## config.mk

```make
export PLATFORM = sky130hd
export DESIGN_NAME = wide_insn_imm_branch_decoder
export DESIGN_NICKNAME = d
export VERILOG_FILES = /design/src/rtl/wide_insn_pkg.sv /design/src/rtl/wide_insn_imm_branch_decoder.sv
export VERILOG_INCLUDE_DIRS = /design/src /design/src/rtl
export SDC_FILE = /design/constraint.sdc
export NUM_CORES = 1
export LEC_CHECK = 0
export ABC_CLOCK_PERIOD_IN_PS = 2300
export BUFFER_PORTS_ARGS = -buffer_cell sky130_fd_sc_hd__buf_2
export CAP_MARGIN = 30
export CORE_MARGIN = 4
export CORE_UTILIZATION = 40
export CTS_CLUSTER_DIAMETER = 40
export CTS_CLUSTER_SIZE = 12
export DETAILED_ROUTE_END_ITERATION = 10
export GPL_ROUTABILITY_DRIVEN = 0
export MAX_ROUTING_LAYER = met4
export SYNTH_ARGS = -nofsm -noshare
export SYNTH_HDL_FRONTEND = slang
export SYNTH_SLANG_ARGS = --single-unit
```

## constraint.sdc

```tcl
create_clock -name clk_in -period 2.3 [get_ports clk_in]
set_input_delay 0.115 -clock clk_in [delete_from_list [all_inputs] [get_ports clk_in]]
set_output_delay 0.115 -clock clk_in [all_outputs]
set_load 0.005 [all_outputs]
```

## src/rtl/wide_insn_consts.svh

```systemverilog
// Encoding constants for the wide immediate, branch and control decoder
`ifndef WIDE_INSN_CONSTS_SVH
`define WIDE_INSN_CONSTS_SVH
`define SPACE_PREFIX 5'h1e
`define BLOCK_PREFIX 7'h74
`define HINT_FIRST 12'hf3a
`define MISC_FIRST 12'hf3b
`define RN_PC 4'hf
`define WB_SP 5'h1d
`define OP_ADD_WIDE 5'h00
`define OP_MOVE_LOW 5'h04
`define OP_SUB_WIDE 5'h0a
`define OP_MOVE_TOP 5'h0c
`define OP_SIGNED_SATURATE 5'h10
`define OP_SIGNED_SATURATE_DUAL 5'h12
`define OP_SIGNED_FIELD_EXTRACT 5'h14
`define OP_BFI 5'h16
`define OP_UNSIGNED_SATURATE 5'h18
`define OP_UNSIGNED_SATURATE_DUAL 5'h1a
`define OP_UNSIGNED_FIELD_EXTRACT 5'h1c
`define BR_COND_EXCL 3'h7
`define BR_WRITE_SPECIAL 6'h1c
`define BR_READ_SPECIAL 6'h1f
`define BR_HINT 7'h3a
`define BR_MISC 7'h3b
`define BR_UDF 7'h7f
`define BR_OP1_UDF 3'h2
`define HINT_OP1_OK 3'h0
`define HINT_NOP 8'h00
`define HINT_YIELD 8'h01
`define HINT_WFE 8'h02
`define HINT_WFI 8'h03
`define HINT_SEV 8'h04
`define HINT_SPECULATIVE_DATA_BARRIER 8'h14
`define HINT_DEBUG_TOP 4'hf
`define MISC_CLEAR_EXCLUSIVE 4'h2
`define MISC_DSB 4'h4
`define MISC_DMB 4'h5
`define MISC_ISB 4'h6
`define OPT_STORE_BYPASS_BARRIER 4'h0
`define OPT_PHYSICAL_STORE_BYPASS_BARRIER 4'h4
`define BLK_IA 2'h1
`define BLK_DB 2'h2
`define IMM_SEL_PLAIN 2'h0
`define IMM_LANE_ONE 2'h0
`define IMM_LANE_LOW 2'h1
`define IMM_LANE_HIGH 2'h2
`define ZERO_BYTE 8'h00
`define LOGICAL_MAX 4'h4
`define MODIMM_ADD 4'h8
`define MODIMM_ADC 4'ha
`define MODIMM_SBC 4'hb
`define MODIMM_SUB 4'hd
`define MODIMM_RSB 4'he
`define SHIFT_ZERO 5'h00
`endif

```

## src/rtl/wide_insn_pkg.sv

```systemverilog
// Types for the wide immediate, branch and control decoder
package wide_insn_pkg;
   typedef enum logic [5:0] {
      OPC_NONE, OPC_ADD_WIDE, OPC_SUB_WIDE, OPC_PC_REL_ADDR, OPC_WIDE_MOVE_LOW, OPC_MOVE_TOP_HALF,
      OPC_SIGNED_SATURATE, OPC_UNSIGNED_SATURATE, OPC_DUAL_SIGNED_SATURATE, OPC_DUAL_UNSIGNED_SATURATE,
      OPC_SIGNED_FIELD_EXTRACT, OPC_UNSIGNED_FIELD_EXTRACT, OPC_FIELD_INSERT, OPC_FIELD_CLEAR,
      OPC_COND_BRANCH, OPC_BRANCH, OPC_BRANCH_AND_LINK, OPC_WRITE_SPECIAL_REG, OPC_READ_SPECIAL_REG,
      OPC_PERMANENT_UNDEFINED, OPC_NO_OPERATION, OPC_YIELD, OPC_WAIT_FOR_EVENT, OPC_WAIT_FOR_INTERRUPT,
      OPC_SEND_EVENT, OPC_SPECULATIVE_DATA_BARRIER, OPC_DEBUG_HINT, OPC_CLEAR_EXCLUSIVE,
      OPC_DATA_SYNC_BARRIER, OPC_DATA_MEMORY_BARRIER, OPC_INSTRUCTION_SYNC_BARRIER,
      OPC_STORE_BYPASS_BARRIER, OPC_PHYSICAL_STORE_BYPASS_BARRIER, OPC_MODIFIED_IMM_DATA_PROC,
      OPC_STORE_MULTIPLE_IA, OPC_LOAD_MULTIPLE_IA, OPC_POP, OPC_STORE_MULTIPLE_DB, OPC_PUSH,
      OPC_LOAD_MULTIPLE_DB
   } op_class_t;

   typedef struct packed {
      op_class_t op_class;
      logic undefined;
   } class_result_t;

   typedef struct packed {
      logic [15:0] first_half;
      logic [15:0] second_half;
   } insn_halves_t;

   typedef struct packed {
      op_class_t op_class;
      logic [31:0] expanded_constant;
      logic shifter_carry;
      logic carry_affected;
      logic undefined;
      logic unpredictable;
   } decoded_t;
endpackage

```

## src/rtl/wide_insn_imm_branch_decoder.sv

```systemverilog
// Registered decoder for wide immediate, branch, hint and barrier encodings
`timescale 1ns/10ps
`default_nettype none
`include "wide_insn_consts.svh"

// Function
// [RULE1] Plain pattern zero-extends byte, keeps carry
// [RULE2] Pattern 01 puts byte in lanes 0, 2
// [RULE3] Pattern 10 puts byte in lanes 1, 3
// [RULE4] Pattern 11 replicates byte into all lanes
// [RULE5] Replicated pattern with zero byte is unpredictable
// [RULE6] Otherwise rotate one-prefixed seven bits, carry bit31
// [RULE7] Add/subtract wide, base PC gives address formation
// [RULE8] Opcodes 00100, 01100 are low and top moves
// [RULE9] Saturates, shifted dual opcodes decode as saturate
// [RULE10] Unshifted dual opcodes need signal-processing variant
// [RULE11] Field extract, insert, clear with base PC
// [RULE12] Unallocated plain-immediate opcodes are undefined
// [RULE13] Conditional, plain, linked branches; rest undefined
// [RULE14] Special register write and read encodings
// [RULE15] Hint and miscellaneous control sub-decoder routing
// [RULE16] Nop, yield, wait-event, wait-interrupt hints
// [RULE17] Send-event, speculative data barrier, debug hint
// [RULE18] Reserved hints execute as no operation
// [RULE19] Hint secondary opcode not 000 is undefined
// [RULE20] Clear exclusive, memory, sync, data sync barriers
// [RULE21] Store bypass barrier and its physical variant
// [RULE22] Unlisted miscellaneous control encodings are undefined
// [RULE23] Flag-setting logical carry from selector and constant
// [RULE24] Block transfer increment-after, decrement-before, push, pop
// [RULE25] Immediate assembled from i, three bits, byte
// [RULE26] Class output with undefined, unpredictable flags
module wide_insn_imm_branch_decoder
   import wide_insn_pkg::*;
(
   input wire logic clk_in,
   input wire logic rstn_in,
   input wire logic insn_valid_in,
   input wire insn_halves_t insn_in,
   input wire logic carry_in,
   input wire logic dsp_ext_in,
   output logic decoded_valid_out,
   output decoded_t decoded_out
);

   // ==========================================================
   // Immediate expansion
   function automatic logic [31:0] rotate_right(input logic [31:0] value, input logic [4:0] amount);
      logic [63:0] doubled;
      doubled = {value, value} >> amount;
      return doubled[31:0];
   endfunction

   function automatic logic [32:0] immediate_expand_with_carry(input logic [11:0] packed_immediate_field,
                                                               input logic carry);
      logic [7:0] byte_value;
      logic [31:0] rotated;
      byte_value = packed_immediate_field[7:0];
      rotated = rotate_right({24'h000000, 1'b1, packed_immediate_field[6:0]}, packed_immediate_field[11:7]);
      if (packed_immediate_field[11:10] == `IMM_SEL_PLAIN) begin
         case (packed_immediate_field[9:8])
            `IMM_LANE_ONE: return {carry, 24'h000000, byte_value}; // RULE1
            `IMM_LANE_LOW: return {carry, 8'h00, byte_value, 8'h00, byte_value}; // RULE2
            `IMM_LANE_HIGH: return {carry, byte_value, 8'h00, byte_value, 8'h00}; // RULE3
            default: return {carry, byte_value, byte_value, byte_value, byte_value}; // RULE4
         endcase
      end
      return {rotated[31], rotated}; // RULE6
   endfunction

   // ==========================================================
   // Plain binary immediate space
   function automatic class_result_t decode_plain(input logic [4:0] op, input logic base_is_pc,
                                                  input logic shift_zero, input logic dsp);
      class_result_t r;
      r = '{op_class: OPC_NONE, undefined: 1'b0};
      case (op)
         `OP_ADD_WIDE: r.op_class = base_is_pc ? OPC_PC_REL_ADDR : OPC_ADD_WIDE; // RULE7
         `OP_SUB_WIDE: r.op_class = base_is_pc ? OPC_PC_REL_ADDR : OPC_SUB_WIDE; // RULE7
         `OP_MOVE_LOW: r.op_class = OPC_WIDE_MOVE_LOW; // RULE8
         `OP_MOVE_TOP: r.op_class = OPC_MOVE_TOP_HALF; // RULE8
         `OP_SIGNED_SATURATE: r.op_class = OPC_SIGNED_SATURATE; // RULE9
         `OP_UNSIGNED_SATURATE: r.op_class = OPC_UNSIGNED_SATURATE; // RULE9
         `OP_SIGNED_SATURATE_DUAL: begin
            if (!shift_zero) begin
               r.op_class = OPC_SIGNED_SATURATE; // RULE9
            end else begin
               r.op_class = OPC_DUAL_SIGNED_SATURATE; // RULE10
               r.undefined = !dsp; // RULE10
            end
         end
         `OP_UNSIGNED_SATURATE_DUAL: begin
            if (!shift_zero) begin
               r.op_class = OPC_UNSIGNED_SATURATE; // RULE9
            end else begin
               r.op_class = OPC_DUAL_UNSIGNED_SATURATE; // RULE10
               r.undefined = !dsp; // RULE10
            end
         end
         `OP_SIGNED_FIELD_EXTRACT: r.op_class = OPC_SIGNED_FIELD_EXTRACT; // RULE11
         `OP_UNSIGNED_FIELD_EXTRACT: r.op_class = OPC_UNSIGNED_FIELD_EXTRACT; // RULE11
         `OP_BFI: r.op_class = base_is_pc ? OPC_FIELD_CLEAR : OPC_FIELD_INSERT; // RULE11
         default: r.undefined = 1'b1; // RULE12
      endcase
      return r;
   endfunction

   // ==========================================================
   // Hint group
   function automatic class_result_t decode_hint(input logic [2:0] secondary_opcode,
                                                 input logic [7:0] tertiary_opcode);
      class_result_t r;
      r = '{op_class: OPC_NO_OPERATION, undefined: 1'b0};
      if (secondary_opcode != `HINT_OP1_OK) begin
         r.op_class = OPC_NONE;
         r.undefined = 1'b1; // RULE19
      end else if (tertiary_opcode[7:4] == `HINT_DEBUG_TOP) begin
         r.op_class = OPC_DEBUG_HINT; // RULE17
      end else begin
         case (tertiary_opcode)
            `HINT_NOP: r.op_class = OPC_NO_OPERATION; // RULE16
            `HINT_YIELD: r.op_class = OPC_YIELD; // RULE16
            `HINT_WFE: r.op_class = OPC_WAIT_FOR_EVENT; // RULE16
            `HINT_WFI: r.op_class = OPC_WAIT_FOR_INTERRUPT; // RULE16
            `HINT_SEV: r.op_class = OPC_SEND_EVENT; // RULE17
            `HINT_SPECULATIVE_DATA_BARRIER: r.op_class = OPC_SPECULATIVE_DATA_BARRIER; // RULE17
            default: r.op_class = OPC_NO_OPERATION; // RULE18
         endcase
      end
      return r;
   endfunction

   // ==========================================================
   // Miscellaneous control group
   function automatic class_result_t decode_misc(input logic [3:0] op, input logic [3:0] option);
      class_result_t r;
      r = '{op_class: OPC_NONE, undefined: 1'b0};
      case (op)
         `MISC_CLEAR_EXCLUSIVE: r.op_class = OPC_CLEAR_EXCLUSIVE; // RULE20
         `MISC_DMB: r.op_class = OPC_DATA_MEMORY_BARRIER; // RULE20
         `MISC_ISB: r.op_class = OPC_INSTRUCTION_SYNC_BARRIER; // RULE20
         `MISC_DSB: begin
            if (option == `OPT_STORE_BYPASS_BARRIER) begin
               r.op_class = OPC_STORE_BYPASS_BARRIER; // RULE21
            end else if (option == `OPT_PHYSICAL_STORE_BYPASS_BARRIER) begin
               r.op_class = OPC_PHYSICAL_STORE_BYPASS_BARRIER; // RULE21
            end else begin
               r.op_class = OPC_DATA_SYNC_BARRIER; // RULE20
            end
         end
         default: r.undefined = 1'b1; // RULE22
      endcase
      return r;
   endfunction

   // ==========================================================
   // Branch and control space
   function automatic class_result_t decode_branch(input logic [6:0] op, input logic [2:0] secondary_opcode,
                                                   input class_result_t hint, input class_result_t misc);
      class_result_t r;
      r = '{op_class: OPC_NONE, undefined: 1'b1};
      if (secondary_opcode[0]) begin
         r.undefined = 1'b0;
         r.op_class = secondary_opcode[2] ? OPC_BRANCH_AND_LINK : OPC_BRANCH; // RULE13
      end else if (!secondary_opcode[2]) begin
         if (op[5:3] != `BR_COND_EXCL) begin
            r = '{op_class: OPC_COND_BRANCH, undefined: 1'b0}; // RULE13
         end else if (op[6:1] == `BR_WRITE_SPECIAL) begin
            r = '{op_class: OPC_WRITE_SPECIAL_REG, undefined: 1'b0}; // RULE14
         end else if (op[6:1] == `BR_READ_SPECIAL) begin
            r = '{op_class: OPC_READ_SPECIAL_REG, undefined: 1'b0}; // RULE14
         end else if (op == `BR_HINT) begin
            r = hint; // RULE15
         end else if (op == `BR_MISC) begin
            r = misc; // RULE15
         end else if (op == `BR_UDF && secondary_opcode == `BR_OP1_UDF) begin
            r = '{op_class: OPC_PERMANENT_UNDEFINED, undefined: 1'b1}; // RULE13
         end
      end
      return r;
   endfunction

   // ==========================================================
   // Block transfer group
   function automatic class_result_t decode_block(input logic [1:0] op, input logic load,
                                                  input logic [4:0] wb_base);
      class_result_t r;
      r = '{op_class: OPC_NONE, undefined: 1'b0};
      case (op)
         `BLK_IA: begin
            if (!load) begin
               r.op_class = OPC_STORE_MULTIPLE_IA; // RULE24
            end else begin
               r.op_class = (wb_base == `WB_SP) ? OPC_POP : OPC_LOAD_MULTIPLE_IA; // RULE24
            end
         end
         `BLK_DB: begin
            if (load) begin
               r.op_class = OPC_LOAD_MULTIPLE_DB; // RULE24
            end else begin
               r.op_class = (wb_base == `WB_SP) ? OPC_PUSH : OPC_STORE_MULTIPLE_DB; // RULE24
            end
         end
         default: r.undefined = 1'b1;
      endcase
      return r;
   endfunction

   // ==========================================================
   // Field extraction
   wire logic [15:0] hw1;
   wire logic [15:0] hw2;
   wire logic [11:0] packed_immediate_field;
   wire logic [3:0] base_register_field;
   wire logic [2:0] secondary_opcode;
   wire logic [7:0] tertiary_opcode;
   wire logic [4:0] shift_bits;
   assign hw1 = insn_in.first_half;
   assign hw2 = insn_in.second_half;
   assign packed_immediate_field = {hw1[10], hw2[14:12], hw2[7:0]}; // RULE25
   assign base_register_field = hw1[3:0];
   assign secondary_opcode = hw2[14:12];
   assign tertiary_opcode = hw2[7:0];
   assign shift_bits = {hw2[14:12], hw2[7:6]};

   // ==========================================================
   // Space selection
   wire logic in_wide_space;
   wire logic is_modified_imm;
   wire logic is_plain_imm;
   wire logic is_branch;
   wire logic is_block;
   assign in_wide_space = (hw1[15:11] == `SPACE_PREFIX);
   assign is_modified_imm = in_wide_space && !hw1[9] && !hw2[15];
   assign is_plain_imm = in_wide_space && hw1[9] && !hw2[15];
   assign is_branch = in_wide_space && hw2[15];
   assign is_block = (hw1[15:9] == `BLOCK_PREFIX) && !hw1[6];

   // ==========================================================
   // Immediate and carry
   wire logic [32:0] expand_result;
   wire logic replicated_zero;
   wire logic is_logical;
   wire logic [3:0] modimm_op;
   wire logic modimm_allocated;
   assign expand_result = immediate_expand_with_carry(packed_immediate_field, carry_in);
   assign replicated_zero = (packed_immediate_field[11:10] == `IMM_SEL_PLAIN) &&
                            (packed_immediate_field[9:8] != `IMM_LANE_ONE) &&
                            (packed_immediate_field[7:0] == `ZERO_BYTE); // RULE5
   assign modimm_op = hw1[8:5];
   assign is_logical = (modimm_op <= `LOGICAL_MAX);
   assign modimm_allocated = is_logical || (modimm_op == `MODIMM_ADD) || (modimm_op == `MODIMM_ADC) ||
                             (modimm_op == `MODIMM_SBC) || (modimm_op == `MODIMM_SUB) ||
                             (modimm_op == `MODIMM_RSB);

   // ==========================================================
   // Class selection
   wire class_result_t plain_result;
   wire class_result_t hint_result;
   wire class_result_t misc_result;
   wire class_result_t branch_result;
   wire class_result_t block_result;
   wire class_result_t chosen;
   wire class_result_t modimm_result;
   wire class_result_t none_result;
   assign modimm_result = '{op_class: OPC_MODIFIED_IMM_DATA_PROC, undefined: !modimm_allocated};
   assign none_result = '{op_class: OPC_NONE, undefined: 1'b0};
   assign plain_result = decode_plain(hw1[8:4], base_register_field == `RN_PC,
                                      shift_bits == `SHIFT_ZERO, dsp_ext_in);
   assign hint_result = decode_hint(hw2[10:8], tertiary_opcode);
   assign misc_result = decode_misc(hw2[7:4], hw2[3:0]);
   assign branch_result = decode_branch(hw1[10:4], secondary_opcode, hint_result, misc_result);
   assign block_result = decode_block(hw1[8:7], hw1[4], {hw1[5], base_register_field});
   assign chosen = is_plain_imm ? plain_result :
                   is_branch ? branch_result :
                   is_block ? block_result :
                   is_modified_imm ? modimm_result :
                   none_result;

   wire decoded_t next_decoded;
   assign next_decoded.op_class = chosen.op_class; // RULE26
   assign next_decoded.expanded_constant = expand_result[31:0];
   assign next_decoded.shifter_carry = expand_result[32]; // RULE23
   assign next_decoded.carry_affected = is_modified_imm && is_logical && hw1[4] &&
                                        (packed_immediate_field[11:10] != `IMM_SEL_PLAIN); // RULE23
   assign next_decoded.undefined = chosen.undefined; // RULE26
   assign next_decoded.unpredictable = is_modified_imm && replicated_zero; // RULE5

   // ==========================================================
   // Output register
   always_ff @(posedge clk_in or negedge rstn_in) begin
      if (!rstn_in) begin
         decoded_valid_out <= 1'b0;
         decoded_out <= '0;
      end else begin
         decoded_valid_out <= insn_valid_in;
         if (insn_valid_in) begin
            decoded_out <= next_decoded;
         end
      end
   end

endmodule
`default_nettype wire

```

==> results.py <==
metrics = {
    "worst_setup_path": {
        "worst-path-buf-inv": 1,
        "start_kind": "input port",
        "ff2ff_setup_slack_ps": 1330,
        "r2r-end": "decoded_out[40]",
        "regToRegStartpoint": "decoded_out[40]",
        "endpoint_kind": "register",
        "crit_required_ps": 2510,
        "cp_cell_sequence": "buf_2, nand2b_1, nor4_1, a211oi_1, o211a_1, o211ai_1",
        "worstPathArrival_ps": 1820,
        "cp_slowest_stage_delay_ps": 550,
        "crit_type": "in -> reg",
        "path_max_fanout": 20,
        "reg2reg_depth": 3,
        "critPathTopFamily": "simple AND/OR/NAND/NOR gates",
        "slowest_stage": "nor4_1",
    },
    "sta": {
        "drv_slew": 0,
        "finalCritPeriodShare_pct": 70.3,
        "hold_violations": 0,
        "setup_violations": 0,
        "finClkSkew_ps": 0,
        "setup_tns_ps": 0,
        "max_clock_freq_ghz": 0.619,
        "timing.hold.ws_ps": 97.7,
        "rsz0062_at_grt": "false",
        "max-slew-margin-rel_pct": 59.3,
        "min_period_ps": 1620,
        "worst_pin_slew_ps": 607,
        "setup_ws_ps": 684,
    },
    "global_routing": {
        "grt_max_degree": 44,
        "first_global_vias": 3286,
        "grt_antenna_before_repair": 0,
        "grt.overflow.total": 0,
        "grtUsageTotal_pct": 21.9,
        "grt_pass1_wl_mm": 17.3,
    },
    "cells_and_area": {
        "syn2layout_area_growth_pct": 16.0,
        "nNetsFinal": 527,
        "fin_cells": 593,
        "antennaDiodeCount": 0,
        "drive_gt1_share_pct": 23.4,
    },
    "placed_design": {
        "port_buffers": 78,
        "dpl.cell_count": 584,
        "dp_hpwl_mm": 7.69,
        "post-place-ws_ps": 412,
    },
    "pwr": {
        "p_per_area_nw_per_um2": 471,
        "ir_drop_mv": 0.243,
        "p_leak_nw": 1.75,
    },
    "synthesis": {
        "synth_commonest_cells": "nor2_1 (51), dfrtp_1 (43), a21oi_1 (38)",
        "synth_async_sr_flop_share_pct": 100,
        "avgSynthCellArea_um2": 7.98,
        "synth_flop_cell": "dfrtp_1",
        "yosysWarnings": 0,
        "synth_edf_count": 0,
        "syn_inst": 430,
        "synthTopCellsByArea": "dfrtp_1 (31%), nor2_1 (5.6%), a21oi_1 (5.5%)",
        "yosysSeqAreaShare_pct": 31.4,
        "yosysTopAreaCellShare_pct": 31.4,
        "syn_area_um2": 3430,
        "synth.largest_area_cell": "dfrtp_1",
        "synth_cell_types": 65,
        "synth_most_common_cell": "nor2_1",
        "synth_nets": 470,
        "ys_seq_elements": 43,
    },
    "clocking": {
        "clock_path_buffers": 2,
        "clock-sinks": 43,
        "cts_max_level": 2,
        "root_buffer": "clkbuf_8",
        "path_clk_slew_ps": 80,
        "cts_buffers": 5,
        "ctsResizeCount": 0,
        "cts_tree": "built",
        "clk_latency_ps": 290,
    },
    "route": {
        "firstDrtPassIters": 5,
        "ant_nets": 0,
        "wirelength_mm": 10.6,
        "vias_per_cell": 6.06,
        "vias": 3596,
        "post_drt_wl_per_cell_um": 17.8,
        "remaining_drc_errors": 0,
        "drt_iter0_drc": 312,
    },
    "floorplanning": {
        "rows": 33,
        "num_io_pins": 80,
        "die_area_um2": 10100,
        "die_h_um": 101,
        "start_util_pct": 41.5,
        "core_area_um2": 8260,
        "die_width_um": 101,
    },
    "hold_path": {
        "hold_path_class": "in -> reg",
        "hold_start": "carry_in",
        "worst_hold_path.endpoint": "decoded_out[3]",
        "hold_depth": 3,
    },
    "outcome": {
        "status": "complete, no violations",
    },
    "job": {
        "maxCapViolCount": 0,
    },
}
-- registers in the layout (all words and copies together), names as in the netlist --
signal             cells
decoded_out           42
decoded_valid_out      1
-- cells in the final DEF, fill, tap and decap left out, drive strengths merged, types with 7 or more instances in the layout --
master	netlist	final
buf	9	90
nor2	51	51
dfrtp	43	43
a21oi	38	38
nand2	36	36
inv	15	15
o21ai	15	15
nor3	14	14
a31oi	14	14
nand3	13	13
nor2b	11	11
mux2i	11	11
nand2b	8	8
nand4	8	8
a211oi	7	7
mux4	7	7
-- routing by layer --
metal	global-route usage, %	routed length, um	vias up
li1	-	-	1718
met1	33.2	4980	1676
met2	30.9	4590	191
met3	2.91	843	11
met4	4.77	142	0
met5	-	0	-
-- report_power, final --
group | internal [mW] | leakage [nW] | switching [mW]
logic | 0.214 | 1.17 | 0.319
clock network | 0.213 | 0.0412 | 0.280
registers | 0.818 | 0.540 | 0.0313
total | 1.24 | 1.75 | 0.630
-- layout make-up --
type | instances | area [um^2]
clock buffers | 6 | 72.6
multi-input cells | 329 | 2120
fillers | 845 | 4280
inverters | 17 | 63.8
flip-flops and latches | 43 | 1080
repair buffers | 91 | 503
well taps | 105 | 131
clock inverters | 2 | 12.5
-- worst max path at each step --
stage | cells after the start | slack, ps | start | to
floorplan | 8 | 660 | insn_in[23] | decoded_out[37]
global placement | 5 | 440 | insn_in[12] | decoded_out[20]
detailed placement | 5 | 410 | insn_in[12] | decoded_out[20]
CTS | 5 | 730 | insn_in[12] | decoded_out[20]
global route | 6 | 560 | insn_in[12] | decoded_out[19]
finish | 6 | 680 | insn_in[26] | decoded_out[36]
-- through the flow --
step	cell area, um^2	power [mW]	util [%]
after CTS	3980	1.90	48.2
after global routing	3980	1.99	48.2
after global placement	3860	1.38	46.8
after detailed placement	3880	1.39	47.0
after floorplan	3430	1.19	-
final	3980	1.88	48.2
-- tightest hold or removal path: stages --
cell and delay (ps):
buf_2 70, mux2i_1 50, o2bb2ai_1 110
-- what timing repair did --
action	4_1_cts	5_1_grt
buffers inserted	0	0
hold buffers	1	0
hold endpoints to repair	14	0
-- cells by family (layout without fill, tap and decap cells) --
group,Yosys count,count (layout),synth area share (%)
adder cells (fa/ha/maj),3,3,1.09
multiplexers,22,22,9.12
buffers and inverters,58,116,6.86
flip-flops,43,43,31.4
AND/OR/NAND/NOR,173,173,25.7
AO/OA/AOI/OAI,131,131,25.9
No activity file was read; power rests on OpenSTA's default activity.
